**src/ldb_pkg.sv**
```systemverilog
// Constants shared by the LED brightness engine: register map, field
// positions, reset values and timing counts.
// Assumes a 100 MHz core clock.
package ldb_pkg;

    // ----------------------------------------------------------------
    // Register map
    // ----------------------------------------------------------------
    localparam logic [4:0] ADDR_MODE1 = 5'h00;
    localparam logic [4:0] ADDR_SECOND_MODE = 5'h01;
    localparam logic [4:0] ADDR_LED0_DUTY = 5'h02;
    localparam logic [4:0] ADDR_GROUP_DUTY = 5'h0a;
    localparam logic [4:0] ADDR_GROUP_PERIOD = 5'h0b;
    localparam logic [4:0] ADDR_SRC_LOW = 5'h0c;
    localparam logic [4:0] ADDR_SRC_HIGH = 5'h0d;
    localparam int NUM_CHAN = 8;
    localparam int NUM_STAGED = 12;
    localparam logic [3:0] IDX_GROUP_DUTY = 4'h8;
    localparam logic [3:0] IDX_GROUP_PERIOD = 4'h9;
    localparam logic [3:0] IDX_SRC_LOW = 4'ha;
    localparam logic [3:0] IDX_SRC_HIGH = 4'hb;

    // ----------------------------------------------------------------
    // Fields and reset values
    // ----------------------------------------------------------------
    localparam int MODE1_SLEEP_BIT = 4;
    localparam logic [4:0] MODE1_RESET = 5'h11;
    localparam logic [4:0] MODE1_WR_MASK = 5'h1f;
    localparam int GROUP_BLINK_BIT = 5;
    localparam int UPDATE_ON_ACK_BIT = 3;
    localparam logic [7:0] GROUP_DUTY_RESET = 8'hff;
    localparam logic [7:0] DEFAULT_RESET = 8'h00;

    localparam logic [1:0] SRC_OFF = 2'h0;
    localparam logic [1:0] SRC_FULL_ON = 2'h1;
    localparam logic [1:0] SRC_CHAN_PWM = 2'h2;
    localparam logic [1:0] SRC_CHAN_GROUP = 2'h3;

    // ----------------------------------------------------------------
    // Timing
    // ----------------------------------------------------------------
    localparam int CLK_HZ = 100_000_000;
    localparam int PWM_STEPS = 256;
    localparam int CHAN_PWM_HZ = 97_000;
    localparam int CHAN_STEP_CYC = CLK_HZ / (CHAN_PWM_HZ * PWM_STEPS);
    localparam int GROUP_DIM_HZ = 190;
    localparam int GROUP_DIM_STEP_CYC = CLK_HZ / (GROUP_DIM_HZ * PWM_STEPS);
    localparam int BLINK_PER_SEC_DIV = 24;
    localparam int BLINK_UNIT_CYC = CLK_HZ / (BLINK_PER_SEC_DIV * PWM_STEPS);
    localparam int OSC_START_US = 500;
    localparam int OSC_START_CYC = (CLK_HZ / 1_000_000) * OSC_START_US;

    typedef enum logic [1:0] {
        OSC_OFF = 2'b00,
        OSC_START = 2'b01,
        OSC_RUN = 2'b10
    } ldb_osc_t;

endpackage

```
**src/ldb_chan.sv**
```systemverilog
// One LED channel: turns the shared step count, its duty value, its
// source selector and the group signal into an on request.
// Assumes the step count and the group signal come from the same clock.
`timescale 1ns/1ps
module ldb_chan (
    input wire logic [7:0] step,
    input wire logic [7:0] duty,
    input wire logic [1:0] src_sel,
    input wire logic group_on,
    output logic led_on
);
    import ldb_pkg::*;

    logic chan_pwm;

    // A zero duty never beats the count, so 00h stays dark and FFh
    // leaves one step of 256 off.
    assign chan_pwm = step < duty;

    always_comb begin
        led_on = 1'b0;
        unique case (src_sel)
            SRC_OFF: led_on = 1'b0;
            SRC_FULL_ON: led_on = 1'b1;
            SRC_CHAN_PWM: led_on = chan_pwm;
            SRC_CHAN_GROUP: led_on = chan_pwm & group_on;
        endcase
    end

endmodule

```
**src/ldb_top.sv**
```systemverilog
// Brightness engine of an eight-channel open-drain LED driver.
// Assumes the serial-bus slave runs on clk and hands over each written
// byte as a one-cycle strobe at its acknowledge, and the STOP as a pulse.
`timescale 1ns/1ps
module ldb_top #(
    parameter int BLINK_UNIT_CYCLES = ldb_pkg::BLINK_UNIT_CYC,
    parameter int OSC_START_CYCLES = ldb_pkg::OSC_START_CYC
) (
    input wire logic clk,
    input wire logic rst,
    input wire logic wr_stb,
    input wire logic [4:0] wr_addr,
    input wire logic [7:0] wr_data,
    input wire logic stop_stb,
    input wire logic [4:0] rd_addr,
    output logic [7:0] rd_data,
    output logic osc_running,
    output logic [7:0] led_outputs_out,
    output logic [7:0] led_outputs_oe
);
    import ldb_pkg::*;

    // ----------------------------------------------------------------
    // Register file
    // ----------------------------------------------------------------
    logic [4:0] mode1_ff;
    logic group_blink_select_ff;
    logic update_on_ack_select_ff;
    logic [7:0] staged_ff [NUM_STAGED];
    logic [7:0] active_ff [NUM_STAGED];
    logic [7:0] rd_data_ff;
    logic sleep;
    logic wr_ok;
    logic wr_staged;
    logic [3:0] wr_idx;
    logic [3:0] rd_idx;

    assign sleep = mode1_ff[MODE1_SLEEP_BIT];
    // While asleep only the first mode register, which holds the wake
    // bit, accepts a write; every other register ignores it and keeps its value.
    assign wr_ok = wr_stb && (!sleep || wr_addr == ADDR_MODE1);
    assign wr_staged = wr_addr >= ADDR_LED0_DUTY && wr_addr <= ADDR_SRC_HIGH;
    assign wr_idx = 4'(wr_addr - ADDR_LED0_DUTY);
    assign rd_idx = 4'(rd_addr - ADDR_LED0_DUTY);

    always_ff @(posedge clk or posedge rst) begin
        if (rst) begin
            mode1_ff <= MODE1_RESET;
        end else if (wr_ok && wr_addr == ADDR_MODE1) begin
            mode1_ff <= wr_data[4:0] & MODE1_WR_MASK;
        end
    end

    always_ff @(posedge clk or posedge rst) begin
        if (rst) begin
            group_blink_select_ff <= 1'b0;
            update_on_ack_select_ff <= 1'b0;
        end else if (wr_ok && wr_addr == ADDR_SECOND_MODE) begin
            group_blink_select_ff <= wr_data[GROUP_BLINK_BIT];
            update_on_ack_select_ff <= wr_data[UPDATE_ON_ACK_BIT];
        end
    end

    // Writes land in the staging copy; the active copy that the
    // PWM logic sees follows either at each acknowledge or at STOP, so
    // several drivers on one bus can change their outputs together.
    always_ff @(posedge clk or posedge rst) begin
        if (rst) begin
            for (int i = 0; i < NUM_STAGED; i++) begin
                staged_ff[i] <= DEFAULT_RESET;
            end
            staged_ff[IDX_GROUP_DUTY] <= GROUP_DUTY_RESET;
        end else if (wr_ok && wr_staged) begin
            staged_ff[wr_idx] <= wr_data;
        end
    end

    always_ff @(posedge clk or posedge rst) begin
        if (rst) begin
            for (int i = 0; i < NUM_STAGED; i++) begin
                active_ff[i] <= DEFAULT_RESET;
            end
            active_ff[IDX_GROUP_DUTY] <= GROUP_DUTY_RESET;
        end else if (!update_on_ack_select_ff && stop_stb) begin
            for (int i = 0; i < NUM_STAGED; i++) begin
                active_ff[i] <= staged_ff[i];
            end
        end else if (update_on_ack_select_ff && wr_ok && wr_staged) begin
            active_ff[wr_idx] <= wr_data;
        end
    end

    always_ff @(posedge clk or posedge rst) begin
        if (rst) begin
            rd_data_ff <= 8'h00;
        end else if (rd_addr == ADDR_MODE1) begin
            rd_data_ff <= {3'h0, mode1_ff};
        end else if (rd_addr == ADDR_SECOND_MODE) begin
            rd_data_ff <= {2'h0, group_blink_select_ff, 1'b0, update_on_ack_select_ff, 3'h0};
        end else if (rd_addr >= ADDR_LED0_DUTY && rd_addr <= ADDR_SRC_HIGH) begin
            rd_data_ff <= staged_ff[rd_idx];
        end else begin
            rd_data_ff <= 8'h00;
        end
    end

    assign rd_data = rd_data_ff;

    // ----------------------------------------------------------------
    // Oscillator sleep and start-up
    // ----------------------------------------------------------------
    ldb_osc_t osc_state_ff;
    logic [16:0] osc_cnt_ff;
    logic run;

    always_ff @(posedge clk or posedge rst) begin
        if (rst) begin
            osc_state_ff <= OSC_OFF;
            osc_cnt_ff <= 17'h00000;
        end else if (sleep) begin
            osc_state_ff <= OSC_OFF;
            osc_cnt_ff <= 17'h00000;
        end else begin
            unique case (osc_state_ff)
                OSC_OFF: begin
                    osc_state_ff <= OSC_START;
                    osc_cnt_ff <= 17'h00000;
                end
                OSC_START: begin
                    // The wake write and the OFF state each take an edge, so the state turns two
                    // edges early to be visible within the start-up bound.
                    if (osc_cnt_ff >= 17'(OSC_START_CYCLES - 3)) begin
                        osc_state_ff <= OSC_RUN;
                    end
                    osc_cnt_ff <= osc_cnt_ff + 17'h00001;
                end
                OSC_RUN: osc_state_ff <= OSC_RUN;
                default: osc_state_ff <= OSC_OFF;
            endcase
        end
    end

    assign run = osc_state_ff == OSC_RUN;
    assign osc_running = run;

    // ----------------------------------------------------------------
    // Channel PWM timebase
    // ----------------------------------------------------------------
    logic [7:0] chan_div_ff;
    logic [7:0] chan_step_ff;

    // The PWM and group counters freeze with the oscillator, so no output edge can
    // appear while it is stopped.
    always_ff @(posedge clk or posedge rst) begin
        if (rst) begin
            chan_div_ff <= 8'h00;
            chan_step_ff <= 8'h00;
        end else if (run) begin
            if (chan_div_ff == 8'(CHAN_STEP_CYC - 1)) begin
                chan_div_ff <= 8'h00;
                chan_step_ff <= chan_step_ff + 8'h01;
            end else begin
                chan_div_ff <= chan_div_ff + 8'h01;
            end
        end
    end

    // ----------------------------------------------------------------
    // Group dimming and blinking
    // ----------------------------------------------------------------
    logic [15:0] grp_div_ff;
    logic [7:0] grp_rep_ff;
    logic [7:0] grp_step_ff;
    logic grp_unit_end;
    logic grp_step_end;
    logic group_on;

    // Dimming steps at a fixed rate and ignores the period register;
    // blinking repeats each unit period value plus one times per step.
    // The limits compare as at-or-above, so a mode switch or a smaller
    // period never leaves a counter past its end to wrap all the way round.
    assign grp_unit_end = group_blink_select_ff ?
        grp_div_ff >= 16'(BLINK_UNIT_CYCLES - 1) :
        grp_div_ff >= 16'(GROUP_DIM_STEP_CYC - 1);
    assign grp_step_end = grp_unit_end &&
        (!group_blink_select_ff || grp_rep_ff >= active_ff[IDX_GROUP_PERIOD]);

    always_ff @(posedge clk or posedge rst) begin
        if (rst) begin
            grp_div_ff <= 16'h0000;
            grp_rep_ff <= 8'h00;
            grp_step_ff <= 8'h00;
        end else if (run) begin
            if (grp_unit_end) begin
                grp_div_ff <= 16'h0000;
            end else begin
                grp_div_ff <= grp_div_ff + 16'h0001;
            end
            if (grp_step_end) begin
                grp_rep_ff <= 8'h00;
                grp_step_ff <= grp_step_ff + 8'h01;
            end else if (grp_unit_end) begin
                grp_rep_ff <= grp_rep_ff + 8'h01;
            end
        end
    end

    assign group_on = grp_step_ff < active_ff[IDX_GROUP_DUTY];

    // ----------------------------------------------------------------
    // Channels and open-drain drivers
    // ----------------------------------------------------------------
    logic [15:0] src_sel;
    logic [7:0] led_on;
    logic [7:0] led_oe_ff;

    assign src_sel = {active_ff[IDX_SRC_HIGH], active_ff[IDX_SRC_LOW]};

    for (genvar c = 0; c < NUM_CHAN; c++) begin : g_chan
        ldb_chan ldb_chan_inst (
            .step(chan_step_ff),
            .duty(active_ff[c]),
            .src_sel(src_sel[2 * c +: 2]),
            .group_on(group_on),
            .led_on(led_on[c])
        );
    end

    // Outputs hold their last state while the oscillator is off.
    always_ff @(posedge clk or posedge rst) begin
        if (rst) begin
            led_oe_ff <= 8'h00;
        end else if (run) begin
            led_oe_ff <= led_on;
        end
    end

    assign led_outputs_oe = led_oe_ff;
    assign led_outputs_out = 8'h00;

endmodule

```
**config.mk**
```make
export PLATFORM = sky130hd
export DESIGN_NAME = ldb_top
export DESIGN_NICKNAME = d
export VERILOG_FILES = /design/src/ldb_pkg.sv /design/src/ldb_chan.sv /design/src/ldb_top.sv
export SDC_FILE = /design/constraint.sdc
export NUM_CORES = 1
export LEC_CHECK = 0
export CAP_MARGIN = 15
export CORE_MARGIN = 2
export CORE_UTILIZATION = 60
export CTS_CLUSTER_SIZE = 8
export DETAILED_ROUTE_END_ITERATION = 6
export DONT_BUFFER_PORTS = 1
export PLACE_DENSITY_LB_ADDON = 0.15
export RECOVER_POWER = 25
export SYNTH_ARGS = -nofsm -noshare
export SYNTH_HDL_FRONTEND = slang
export SYNTH_HIERARCHICAL = 1
export SYNTH_SLANG_ARGS = --single-unit
```
**constraint.sdc**
```tcl
create_clock -name clk -period 13.3 [get_ports clk]
set_clock_uncertainty 0.1 [all_clocks]
set_input_delay 1.995 -clock clk [delete_from_list [all_inputs] [get_ports clk]]
set_output_delay 1.995 -clock clk [all_outputs]
set_load 0.01 [all_outputs]
```
### After elaboration in Yosys (flattened, before gate mapping)

Index checks and enable logic that the tools add are counted.

* $add $sub $neg: 8
* $lt $le $gt $ge: 20
* equal/unequal tests: 30
* mux-type cells: 30
* bitwise operators: 10
* reduce and logical (&&, ||, !) cells: 33

Operators with widths (count)
* bitwise mux 96 bit: 2
* 2-to-1 mux 96 bit: 2
* < comparator 8 bit: 9
* 2-to-1 mux 8 bit: 9
* == test 2 bit, second input constant: 17
* case mux 17 bit (2 select lines): 1
* adder 8 x 1 -> 8 bit, second input constant: 4
* binary-select mux 8 bit (select 4 bit): 1
* demux 8 bit (select 4 bit): 1
* case mux 1 bit (4 select lines): 8
* == test 2 x 1 -> 1 bit, second input constant: 9
* logical NOT 2 bit: 9
* adder 17 x 1 -> 17 bit, second input constant: 1
* >= comparator 17 x 16 -> 1 bit, second input constant: 1
* 2-to-1 mux 17 bit: 1
* adder 16 x 1 -> 16 bit, second input constant: 1
* >= comparator 16 x 12 -> 1 bit, second input constant: 1
* >= comparator 16 x 14 -> 1 bit, second input constant: 1
* 2-to-1 mux 16 bit: 1
* logical AND 1 bit: 11
* == test 5 x 1 -> 1 bit, second input constant: 2
* >= comparator 5 x 2 -> 1 bit, second input constant: 2
* >= comparator 5 bit, second input constant: 2
* <= comparator 5 x 4 -> 1 bit, second input constant: 2
* other kinds (16): 33

* register bits after elaboration: 282
* input bits: 22
* word-level logic and storage cells: 167

### Longest topological paths before layout

Gate-level depths: netlist of run 1.

* depth after elaboration: 9
* depth in mapped cells: 10
* gate-level depth less buffers: 10

### By module

The synthesis of run 1 kept the hierarchy.

Modules (own cells, without submodules)
* ldb_top: times used 1, cells each 1111, area each 13633.1 sq um, sequential area each 7079.3 sq um
* ldb_chan: times used 8, cells each 27, area each 195.2 sq um, sequential area each 0.0 sq um

### Worst setup path after synthesis of run 1

OpenSTA, ideal clock, no wires.

* kind: input to register
* start point: input rd_addr[1]
* end point: register rd_data_ff[3] (netlist: rd_data[3])
* setup time: 0.121 ns
* arrival time: 4.413 ns
* setup slack: 8.666 ns
* stages: 9
* buffers on the path: 3
* cell sequence: buf_2 buf_2 buf_2 inv_1 ha_1 xor2_1 mux2_2 a22o_1 a22o_1

* word-level cells in the longest chain between the ends: 8
* elaborated cells between the ends (all ways): 13
* those cells by class: add/sub (1); order compare (2); eq/ne (1); mux (6); bitwise (1); reduce/logical (2)

RTL lines
* start, declared: line ldb_top.sv:15 `input wire logic [4:0] rd_addr,`
* subtractor 4 x 2 -> 4 bit: line ldb_top.sv:44 `assign rd_idx = 4'(rd_addr - ADDR_LED0_DUTY);`
* NOT 4 -> 5 bit (not written as such): line ldb_top.sv:101 `rd_data_ff <= staged_ff[rd_idx];`
* binary-select mux 8 bit (select 4 bit): line ldb_top.sv:101
* 2-to-1 mux 8 bit (not written as such) (2 in a row): line ldb_top.sv:101
* 2-to-1 mux 8 bit: line ldb_top.sv:100 `end else if (rd_addr >= ADDR_LED0_DUTY && rd_addr <= ADDR_SRC_HIGH) begin`
* 2-to-1 mux 8 bit: line ldb_top.sv:98 `end else if (rd_addr == ADDR_SECOND_MODE) begin`
* 2-to-1 mux 8 bit *: line ldb_top.sv:96 `end else if (rd_addr == ADDR_MODE1) begin`
* end signal, assigned: line ldb_top.sv:97 `rd_data_ff <= {3'h0, mode1_ff};`
* end signal, assigned: line ldb_top.sv:99 `rd_data_ff <= {2'h0, group_blink_select_ff, 1'b0, update_on_ack_select_ff, 3'h0};`
* end signal, assigned: line ldb_top.sv:101
* end, declared: line ldb_top.sv:31 `logic [7:0] rd_data_ff;`

Every way passes the cells marked *; elsewhere a longest branch is shown, timed or not. The select of a mux whose other input is x is not followed.
A chain may end at the register's enable or synchronous reset.

==> results of run 1 <==
sequential cells by signal, indices dropped and copies added, names as in the netlist:
| signal | count |
|---|---|
| active_ff | 96 |
| chan_div_ff | 8 |
| update_on_ack_select_ff | 1 |
| group_blink_select_ff | 1 |
| rd_data | 8 |
| staged_ff | 96 |
| led_outputs_oe | 8 |
| grp_rep_ff | 8 |
| grp_div_ff | 16 |
| osc_cnt_ff | 17 |
| mode1_ff | 5 |
| chan_step_ff | 8 |
| grp_step_ff | 8 |
| osc_state_ff | 2 |
routing by layer:
metal / part of all wire, % / track usage, % / up-vias
met4: 2.7 / 8.29 / 0
li1: - / - / 4824
met2: 47 / 46.0 / 314
met3: 5.0 / 4.60 / 80
met1: 45 / 40.8 / 5345
met5: 0 / 0 / -
power by group:
group	internal, uW	total (uW)	switching [uW]
Clock	591	958	367
Combinational	345	700	354
Sequential	1060	1240	183
cells by family (layout without fill, tap and decap cells):
family | count (synthesis) | in the layout | synth area share, %
flip-flops | 282 | 282 | 46.6
AND/OR/NAND/NOR | 244 | 244 | 8.95
XOR/XNOR | 33 | 33 | 1.95
other | 1 | 8 | 0.0247
AO/OA/AOI/OAI | 346 | 346 | 17.5
multiplexers | 151 | 151 | 12.9
adder cells (fa/ha/maj) | 88 | 88 | 7.25
buffers and inverters | 182 | 185 | 4.78
stage by stage:
stage	hold slack, ps	cell area, um^2	util, %
2_1_floorplan	349	15200	-
3_3_place_gp	359	15400	61.5
3_5_place_dp	366	15400	61.5
4_1_cts	377	16600	66.2
5_1_grt	384	16600	66.1
6_report	372	16600	66.1
cell usage after synthesis (9+ instances only):
master	count	area, um^2
a211oi_1	17	128
a21o_1	83	623
a22o_1	91	797
a22oi_1	18	135
and3_1	9	56.3
buf_1	10	37.5
buf_4	9	67.6
clkbuf_1	44	165
dfrtp_1	264	6610
dfstp_2	18	473
ha_1	88	1100
inv_1	111	417
mux2_1	17	191
mux2_2	106	1190
mux4_2	24	541
nand2_1	55	206
nand2b_1	10	62.6
nand3_1	18	90.1
nand4_1	22	138
nor2_1	61	229
nor2_2	10	62.6
nor2b_1	12	75.1
nor3_1	9	45.0
o211ai_1	16	120
o21ai_0	46	230
o31ai_1	27	203
xnor2_1	21	184
xor2_1	11	96.3
final cells by class:
cell class / count / area share, %
clock buffer: 66 / 7.02
clock inverter: 2 / 0.0983
inverter: 111 / 2.52
multi-input combinational: 870 / 44.8
sequential: 282 / 42.8
tap: 330 / 2.49
timing repair buffer: 6 / 0.302
worst max path at each step:
| stage | endpoint | slack, ps | cells past startpoint |
|---|---|---|---|
| after global routing | osc_cnt_ff[8]$_DFFE_PP0P_ | 7890 | 2 |
| after detailed placement | active_ff[28]$_DFFE_PP1P_ | 8600 | 7 |
| after global placement | active_ff[30]$_DFFE_PP1P_ | 8720 | 7 |
| after floorplan | active_ff[0]$_DFFE_PP0P_ | 3460 | 1 |
| after CTS | active_ff[28]$_DFFE_PP1P_ | 9130 | 7 |
| final | staged_ff[10]$_DFFE_PP0P_ | 8530 | 2 |
==> key figures, run 1 <==
GRT
  • Vias in the first global route: about 11000
  • First-pass GRT wire length: slightly below 60000 um
  • Total grt overflow: 0
  • Largest net degree at the start of global routing: about 190
  • Initial antenna violation count: 0
  • Total GRT Usage: between 20% and 30%

Timing
  • Worst-Margin Slew: 4000 ps
  • Final worst-path cycle share: 35.9%
  • Slew margin rel.: -168%
  • Max Slew Vio Count: roughly 90
  • Final setup viols: 0
  • Final WS setup: 8530 ps
  • Fin. Hold Viols: 0
  • Setup TNS: 0 ps
  • RSZ-0062 raised after global routing: false
  • Minimum clock period: 4770 ps
  • Fmax: between 200 and 250 MHz

Die
  • Area of the core: around 25000 um^2
  • Row Count: 58
  • # IOs: 47
  • Die Height: 163 um
  • Die width: about 160 um
  • Starting Density: between 60% and 70%
  • Die Area: between 20000 and 30000 um^2

Hold path
  • Hold path cells: 1
  • HP Start: grp_step_ff[7]$_DFFE_PP0P_
  • Worst hold path class: flop to flop
  • Hold Crit Endpoint: grp_step_ff[7]$_DFFE_PP0P_

Clocking
  • CTS Buffer Depth: 3
  • Clock Pin Slew Worst Setup and Hold Paths: 50 ps
  • CTS sink cnt: 282
  • TritonCTS Buffers: 41
  • Post-CTS Setup Bufs: 0
  • CTS tree: done
  • Post_cts resized: 0
  • Hold_buf cts: 0
  • Root Driver: clkbuf_16
  • Skew-Pair Late Insertion Delay: between 500 and 600 ps
  • H-tree levels: 2

Synthesis
  • Seq/Total Area, Yosys: roughly 47%
  • Post-Syn Area: around 15000 um^2
  • Top_reg_cell synth: dfrtp_1
  • YS warnings: 6
  • Synth async-reset ratio: 100%
  • Mapped Avg Cell Area: 11.5 um^2
  • Seq cells post-synth: 282
  • Synth cell types: 66
  • Cells after Synth: approximately 1300
  • Post-synth EDFFs: 0

Outcome
  • Status: finished with violations
  • Failing checks: max-capacitance violations, max-slew violations

Worst setup path
  • Reg2reg setup slack: 9470 ps
  • R2r endpoint: chan_step_ff[7]$_DFFE_PP0P_
  • Critical Path Source Type: input pin
  • Max FO, Critical Path: approximately 190
  • Cell Chain, Critical Path: clkinvlp_2 -> buf_12
  • Worst Reg2Reg Path Length in Cells: 8
  • Sum of buffers and inverters on the critical path: 2
  • Origin of the worst setup path: rst
  • Worst path max stage delay: roughly 2200 ps
  • Critical setup path kind: input pin to asynchronous set/reset pin
  • CP Data Arrival Time: between 5000 and 6000 ps
  • CP delay by family, top: buffers and inverters
  • CP Data Required Time: 13670 ps
  • Worst r2r src: osc_state_ff[0]$_DFFE_PP0P_
  • CP max-delay cell: clkinvlp_2
  • Crit end category: asynchronous set/reset pin

Route
  • Vias: approximately 11000
  • DR vias/cell: roughly 6.3
  • Drt drc: 0
  • Routed WL per cell: between 20 and 25 um
  • Post-route ant nets: 0
  • Final wirelength: ~37000 um
  • Iter 0 DRT Violations: about 850
  • Drt first pass iters: 5

Finish
  • ANT cells: 0
  • Commonest non-fill, non-tap cell in the layout: dfrtp_1
  • Most frequent cells in the layout: 264 x dfrtp_1, 110 x inv_1, 106 x mux2_2
  • Synthesis-to-layout area growth: 8.95%
  • # fillers: ~1900
  • Area occupied by registers: around 7100 um^2
  • Non-Filler Instances: approximately 1700
  • Final #Nets: around 1400
  • Layout cell share with drive strength beyond 1: between 15 and 20%
  • Area of the multi-input gates: approximately 7400 um^2

Placement
  • Global placement routability congestion: between 0.8 and 0.9
  • Inst Count DP: roughly 1600
  • IO buf count: 0
  • Pre-CTS setup slack: between 8000 and 9000 ps
  • DP Wirelength: between 20000 and 25000 um

Power and ir drop
  • Static Leak: ~0.0079 uW
  • Power Density: around 180 nW/um^2
  • Maximum VDD drop: between 100 and 150 uV
  • Total power: 2900 uW

Job
  • Max cap viols: 1
(Power assumes the default switching activity.)
==> run 2: changes to the inputs <==
==> constraint.sdc (replaced) <==
create_clock -name clk -period 4.7 [get_ports clk]
set_clock_uncertainty 0.1 [all_clocks]
set_input_delay 0.705 -clock clk [delete_from_list [all_inputs] [get_ports clk]]
set_output_delay 0.705 -clock clk [all_outputs]
set_load 0.01 [all_outputs]
==> run 2 against run 1 <==
  * The run still ends with max-capacitance violations, max-slew violations left
  * Critical path depth increased by 8
  * Sequential power increased to 2.8 times the previous value
  * Die area unchanged
  * Design area about the same
  * Core utilization decreased by 0.055 points
  * Sequential share of layout area about the same
  * Setup slack got worse by 7000 ps
  * Power increased to 2.8 times the previous value
  * Clock-buffer cell count decreased by 9
  * Non-clock buffer count increased by 3
  * Via count increased by 1.2%
  * Clock power increased to 2.7 times the previous value
  * Largest cell class unchanged
  * Largest power group unchanged
==> key figures, run 2 (synthesis gave the netlist of run 1 again) <==
Worst setup path
  • Reg2reg setup slack: about 1500 ps
  • Worst Reg2Reg Path Length in Cells: 10
  • CP Data Arrival Time: around 3500 ps
  • Critical Path Source Type: flop
  • Critical setup path kind: flop to flop
  • Crit end category: flop
  • Worst r2r src: active_ff[25]$_DFFE_PP1P_
  • Max FO, Critical Path: 8
  • R2r endpoint: led_outputs_oe[4]$_DFFE_PP0P_
  • CP Data Required Time: ~5100 ps
  • Origin of the worst setup path: active_ff[25]$_DFFE_PP1P_

Route
  • DR vias/cell: 6.43
  • Vias: approximately 11000
  • Routed WL per cell: roughly 22 um
  • Drt drc: 0
  • Drt first pass iters: 7
  • Iter 0 DRT Violations: between 800 and 900
  • Post-route ant nets: 0
  • Final wirelength: between 30000 and 40000 um

Clocking
  • CTS sink cnt: 282
  • Root Driver: clkbuf_16
  • Post-CTS Setup Bufs: 0
  • CTS tree: done
  • Post_cts resized: 0
  • CTS Buffer Depth: 3
  • Clock Pin Slew Worst Setup and Hold Paths: ~50 ps
  • Hold_buf cts: 0
  • H-tree levels: 2
  • Skew-Pair Late Insertion Delay: 520 ps
  • TritonCTS Buffers: 41

Finish
  • Area of the multi-input gates: 7440 um^2
  • # fillers: 1954
  • Synthesis-to-layout area growth: 8.86%
  • Most frequent cells in the layout: 264 x dfrtp_1, 110 x inv_1, 106 x mux2_2
  • Biggest regs: active_ff x96, staged_ff x96, osc_cnt_ff x17
  • Layout cell share with drive strength beyond 1: 18.2%
  • Non-Filler Instances: around 1700
  • Commonest non-fill, non-tap cell in the layout: dfrtp_1
  • Final #Nets: ~1400
  • Area occupied by registers: roughly 7100 um^2

Die
  • # IOs: 47
  • Die width: 163 um
  • Row Count: 58
  • Die Area: between 20000 and 30000 um^2
  • Starting Density: around three fifths
  • Die Height: roughly 160 um
  • Area of the core: 25000 um^2

Power and ir drop
  • Power Density: ~490 nW/um^2
  • Maximum VDD drop: about 310 uV
  • Static Leak: approximately 0.008 uW
  • Total power: slightly above 8000 uW

GRT
  • Largest net degree at the start of global routing: roughly 120
  • First-pass GRT wire length: approximately 59000 um
  • Vias in the first global route: 10368
  • Initial antenna violation count: 1
  • Total grt overflow: 0
  • Total GRT Usage: between 20% and 30%

Hold path
  • Hold Crit Endpoint: active_ff[23]$_DFFE_PP0P_
  • Worst hold path class: input pin to flop
  • HP Start: wr_data[7]
  • Hold path cells: 2

Timing
  • Minimum clock period: 3150 ps
  • Slew margin rel.: -77.8%
  • Max Slew Vio Count: 199
  • Worst-Margin Slew: approximately 2700 ps
  • Final worst-path cycle share: about two thirds
  • RSZ-0062 raised after global routing: false
  • Final setup viols: 0
  • Fin. Hold Viols: 0
  • Setup TNS: 0 ps
  • Fmax: roughly 320 MHz

Outcome
  • Failing checks: max-capacitance violations, max-slew violations
  • Status: finished with violations

Placement
  • Global placement routability congestion: 0.846
  • Inst Count DP: ~1600
  • DP Wirelength: around 25000 um
  • IO buf count: 0

Job
  • Max cap viols: 2
[run 2: worst max-delay path by stage]
stage                                          to  slack (ps)  depth (start not counted)
floorplan                active_ff[0]$_DFFE_PP0P_         170                          1
global placement        active_ff[31]$_DFFE_PP1P_        1450                          7
detailed placement      active_ff[18]$_DFFE_PP0P_        1310                          7
CTS                 led_outputs_oe[7]$_DFFE_PP0P_        1570                         10
global route            osc_cnt_ff[9]$_DFFE_PP0P_        1310                          2
finish              led_outputs_oe[4]$_DFFE_PP0P_        1550                         10
[run 2: layout make-up]
cell class,instances,share of cell area [%]
Inverter,111,2.53
Clock inverter,3,0.159
Timing Repair Buffer,9,0.454
Sequential cell,282,42.8
Multi-Input combinational cell,870,45.0
Clock buffer,57,6.57
Tap cell,330,2.50
Antenna cell,1,0.0151
[run 2: where the power goes]
part / switching [uW] / total (uW) / internal [uW]
clock: 1020 / 2610 / 1590
combinational: 1010 / 2000 / 986
sequential: 513 / 3520 / 3010
total: 2540 / 8120 / 5580
[run 2: per-stage QoR]
step	setup WS, ps	hold slack, ps	util (%)	instance area (um^2)
floorplan	174	349	-	15200
global placement	1450	360	61.7	15500
detailed placement	1310	365	61.7	15500
CTS	1570	179	66.2	16600
global route	1310	222	66.1	16500
finish	1550	225	66.1	16500
[run 2: worst max-delay path: stages (launching register included)]
cell and delay [ps]:
dfstp_2 510, inv_1 50, ha_1 280, a21oi_1 120, nor2b_1 50, o21ai_0 150
a21oi_1 120, o41ai_4 730, o211ai_1 190, o32ai_1 520, mux2_2 250
[run 2: layer usage]
metal / vias up / global-route usage (%) / wire length (um)
met5: - / 0 / 0
li1: 4838 / - / -
met3: 68 / 5.03 / 2480
met4: 0 / 8.00 / 871
met2: 329 / 45.0 / 17100
met1: 5452 / 41.1 / 16200
==> run 3: changes to the inputs <==
--- a/config.mk
+++ b/config.mk
@@ -5,9 +5,10 @@
 export SDC_FILE = /design/constraint.sdc
 export NUM_CORES = 1
 export LEC_CHECK = 0
+export ABC_AREA = 1
 export CAP_MARGIN = 15
 export CORE_MARGIN = 2
-export CORE_UTILIZATION = 60
+export CORE_UTILIZATION = 59
 export CTS_CLUSTER_SIZE = 8
 export DETAILED_ROUTE_END_ITERATION = 6
 export DONT_BUFFER_PORTS = 1
==> constraint.sdc (replaced) <==
create_clock -name clk -period 2.9 [get_ports clk]
set_clock_uncertainty 0.1 [all_clocks]
set_input_delay 0.435 -clock clk [delete_from_list [all_inputs] [get_ports clk]]
set_output_delay 0.435 -clock clk [all_outputs]
set_load 0.01 [all_outputs]
==> run 3 against run 2 <==
  * The flow now finishes without violations
  * Via count rose by 41%
  * Combinational power rose by 9.5%
  * Cell count rose by 55%
  * Global-route usage rose by 4.0 points
  * Synthesized area rose by 9.5%
  * Design area rose by 10%
  * Core utilization fell by 0.58 points
  * Setup slack got worse by 980 ps
  * Register-to-register slack got worse by 980 ps
  * Die area rose by 11%
  * Clock power rose by 75%
  * Critical path depth did not move
  * Largest cell class unchanged
==> key figures, run 3 <==
Placement
  • Inst Count DP: about 2500
  • DP Wirelength: between 30000 and 40000 um
  • Global placement routability congestion: approximately 1.0
  • IO buf count: 0

Finish
  • Final #Nets: between 2000 and 2500
  • Commonest non-fill, non-tap cell in the layout: nand2_1
  • # fillers: 2462
  • Layout cell share with drive strength beyond 1: under 10%
  • Synthesis-to-layout area growth: 9.31%
  • Area of the multi-input gates: 7860 um^2
  • Most frequent cells in the layout: 544 x nand2_1, 305 x inv_1, 264 x dfrtp_1
  • Biggest regs: active_ff x96, staged_ff x96, osc_cnt_ff x17
  • Non-Filler Instances: ~2600
  • Area occupied by registers: 7080 um^2

Synthesis
  • Largest area contributor in the netlist: dfrtp_1
  • Multiplexer share of the synthesized area: 0.203%
  • Most common cell in the netlist: nand2_1
  • Synth async-reset ratio: 100%
  • Largest family of logic cells by synthesized area: simple AND/OR/NAND/NOR gates
  • Largest cells by area after synthesis: dfrtp_1 40%, nand2_1 12%, nand3_1 7.2%, inv_1 6.9%, ha_1 6.6%
  • Cells after Synth: roughly 2200
  • Post-Syn Area: between 15000 and 20000 um^2
  • Mapped Avg Cell Area: ~7.6 um^2
  • Complex-gate fraction of the synthesized area: about an eighth
  • Synth cell types: slightly below 50
  • Seq/Total Area, Yosys: 42.5%
  • Post-synth EDFFs: 0
  • YS warnings: 6
  • Post-Synth Simple-Gate Area: between 20% and 30%
  • Seq cells post-synth: between 200 and 300
  • Post-synthesis adder-cell area fraction: approximately 6.6%
  • Top_reg_cell synth: dfrtp_1
  • Xor/xnor share of the synthesized area: 1.36%
  • Synth top area share: 39.7%
  • Synth cell count leaders: 546 x nand2_1, 306 x inv_1, 264 x dfrtp_1, 238 x nand3_1, 139 x o21ai_0

Die
  • Die width: 172 um
  • Row Count: 61
  • Die Height: approximately 170 um
  • # IOs: 47
  • Starting Density: roughly three fifths
  • Die Area: a little under 30000 um^2
  • Area of the core: approximately 28000 um^2

Timing
  • Final setup viols: 0
  • Slew margin rel.: around an eighth
  • Max Slew Vio Count: 0
  • Worst-Margin Slew: about 1300 ps
  • Fmax: 429 MHz
  • Fin. Hold Viols: 0
  • Minimum clock period: about 2300 ps
  • Final worst-path cycle share: between 80% and 90%
  • RSZ-0062 raised after global routing: false

Route
  • Routed WL per cell: roughly 18 um
  • Vias: 15041
  • Drt first pass iters: 6
  • Drt drc: 0
  • Iter 0 DRT Violations: 1813
  • DR vias/cell: between 5 and 6
  • Post-route ant nets: 0
  • Final wirelength: roughly 47000 um

Clocking
  • H-tree levels: 2
  • Hold_buf cts: 9
  • CTS sink cnt: 282
  • TritonCTS Buffers: 41
  • Root Driver: clkbuf_16
  • CTS tree: done
  • Skew-Pair Late Insertion Delay: roughly 530 ps
  • Clock Pin Slew Worst Setup and Hold Paths: 50 ps
  • CTS Buffer Depth: 3
  • Post_cts resized: 0
  • Post-CTS Setup Bufs: 0

Worst setup path
  • Max FO, Critical Path: 14
  • CP Data Required Time: about 3200 ps
  • CP Data Arrival Time: 2680 ps
  • Reg2reg setup slack: around 570 ps
  • Critical Path Source Type: flop
  • Critical setup path kind: flop to flop
  • Crit end category: flop

Job
  • Max cap viols: 0

Power and ir drop
  • Total power: between 10000 and 15000 uW
  • Static Leak: ~0.0093 uW
  • Maximum VDD drop: 485 uV
  • Power Density: ~640 nW/um^2

GRT
  • First-pass GRT wire length: 74600 um
  • Total grt overflow: 0
  • Total GRT Usage: between 30% and 40%
  • GR Util met1: 46.7%
  • Initial antenna violation count: 2
  • GR peak layer: met2
  • M2 GR Usage: 49.8%
  • GR met3 Demand/Resource: under 10%
  • Vias in the first global route: ~14000
  • Largest net degree at the start of global routing: between 90 and 100

Hold path
  • Worst hold path class: input pin to flop

Outcome
  • Status: finished clean
-- run 3: stage by stage --
step	hold slack (ps)	setup TNS [ps]	cell area (um^2)	worst slack, ps	utilization, %
6_report	49.1	0	18200	567	65.5
5_1_grt	66.1	0	18200	312	65.5
4_1_cts	17.3	0	18200	516	65.6
3_5_place_dp	324	0	16900	405	60.9
3_3_place_gp	315	0	16900	473	60.9
2_1_floorplan	343	-364420	16700	-1360	-
-- run 3: cells by family (layout without fill, tap and decap cells) --
family	after synthesis	in the layout
buf+inv	419	423
flops	282	282
mux	3	3
compound gates	360	360
other cells	1	12
fa+ha+maj	88	88
xor+xnor	25	25
simple gates	1002	1002
-- run 3: metal layers --
metal	share of wire, %	routed length (um)	vias to the layer above
met5	0	0	-
met4	2.3	1090	0
met3	9.8	4640	91
met2	44	20700	713
met1	44	20800	7121
li1	-	-	7116
-- run 3: path summary, 6_finish.rpt --
kind,startpoint,end,cells after the start
setup reg to reg,grp_div_ff[1]$_DFFE_PP0P_,grp_div_ff[8]$_DFFE_PP0P_,10
setup / recovery,grp_div_ff[1]$_DFFE_PP0P_,grp_div_ff[8]$_DFFE_PP0P_,10
max in group asynchronous,rst,staged_ff[82]$_DFFE_PP0P_,3
hold / removal,wr_data[4],mode1_ff[4]$_DFFE_PP1P_,2
min in group asynchronous,rst,led_outputs_oe[5]$_DFFE_PP0P_,2
hold reg to reg,chan_div_ff[7]$_DFFE_PP0P_,chan_div_ff[7]$_DFFE_PP0P_,1
-- run 3: power breakdown --
part / internal, uW / leakage (uW) / total [uW] / switching [uW]
Combinational: 705 / 0.00540 / 2190 / 1480
Sequential: 4470 / 0.00336 / 4810 / 342
Clock: 2820 / 0.000582 / 4560 / 1730
-- run 3: area by class of cell --
class / count / share of cell area (%)
Inverter: 316 / 6.53
Antenna cell: 4 / 0.0550
Clock inverter: 2 / 0.213
Timing Repair Buffer: 39 / 2.04
Tap cell: 378 / 2.60
Sequential cell: 282 / 38.9
Multi-Input combinational cell: 1486 / 43.2
Clock buffer: 66 / 6.44
-- run 3: critical path, cell delays in order (launching register included) --
cell	delay [ps]
dfrtp_1	420
ha_1	220
o21ai_0	170
nand3_1	100
nand2_1	80
nand2_1	40
nand2_1	120
nand2_1	140
nand2_1	430
inv_1	280
nor2_1	160
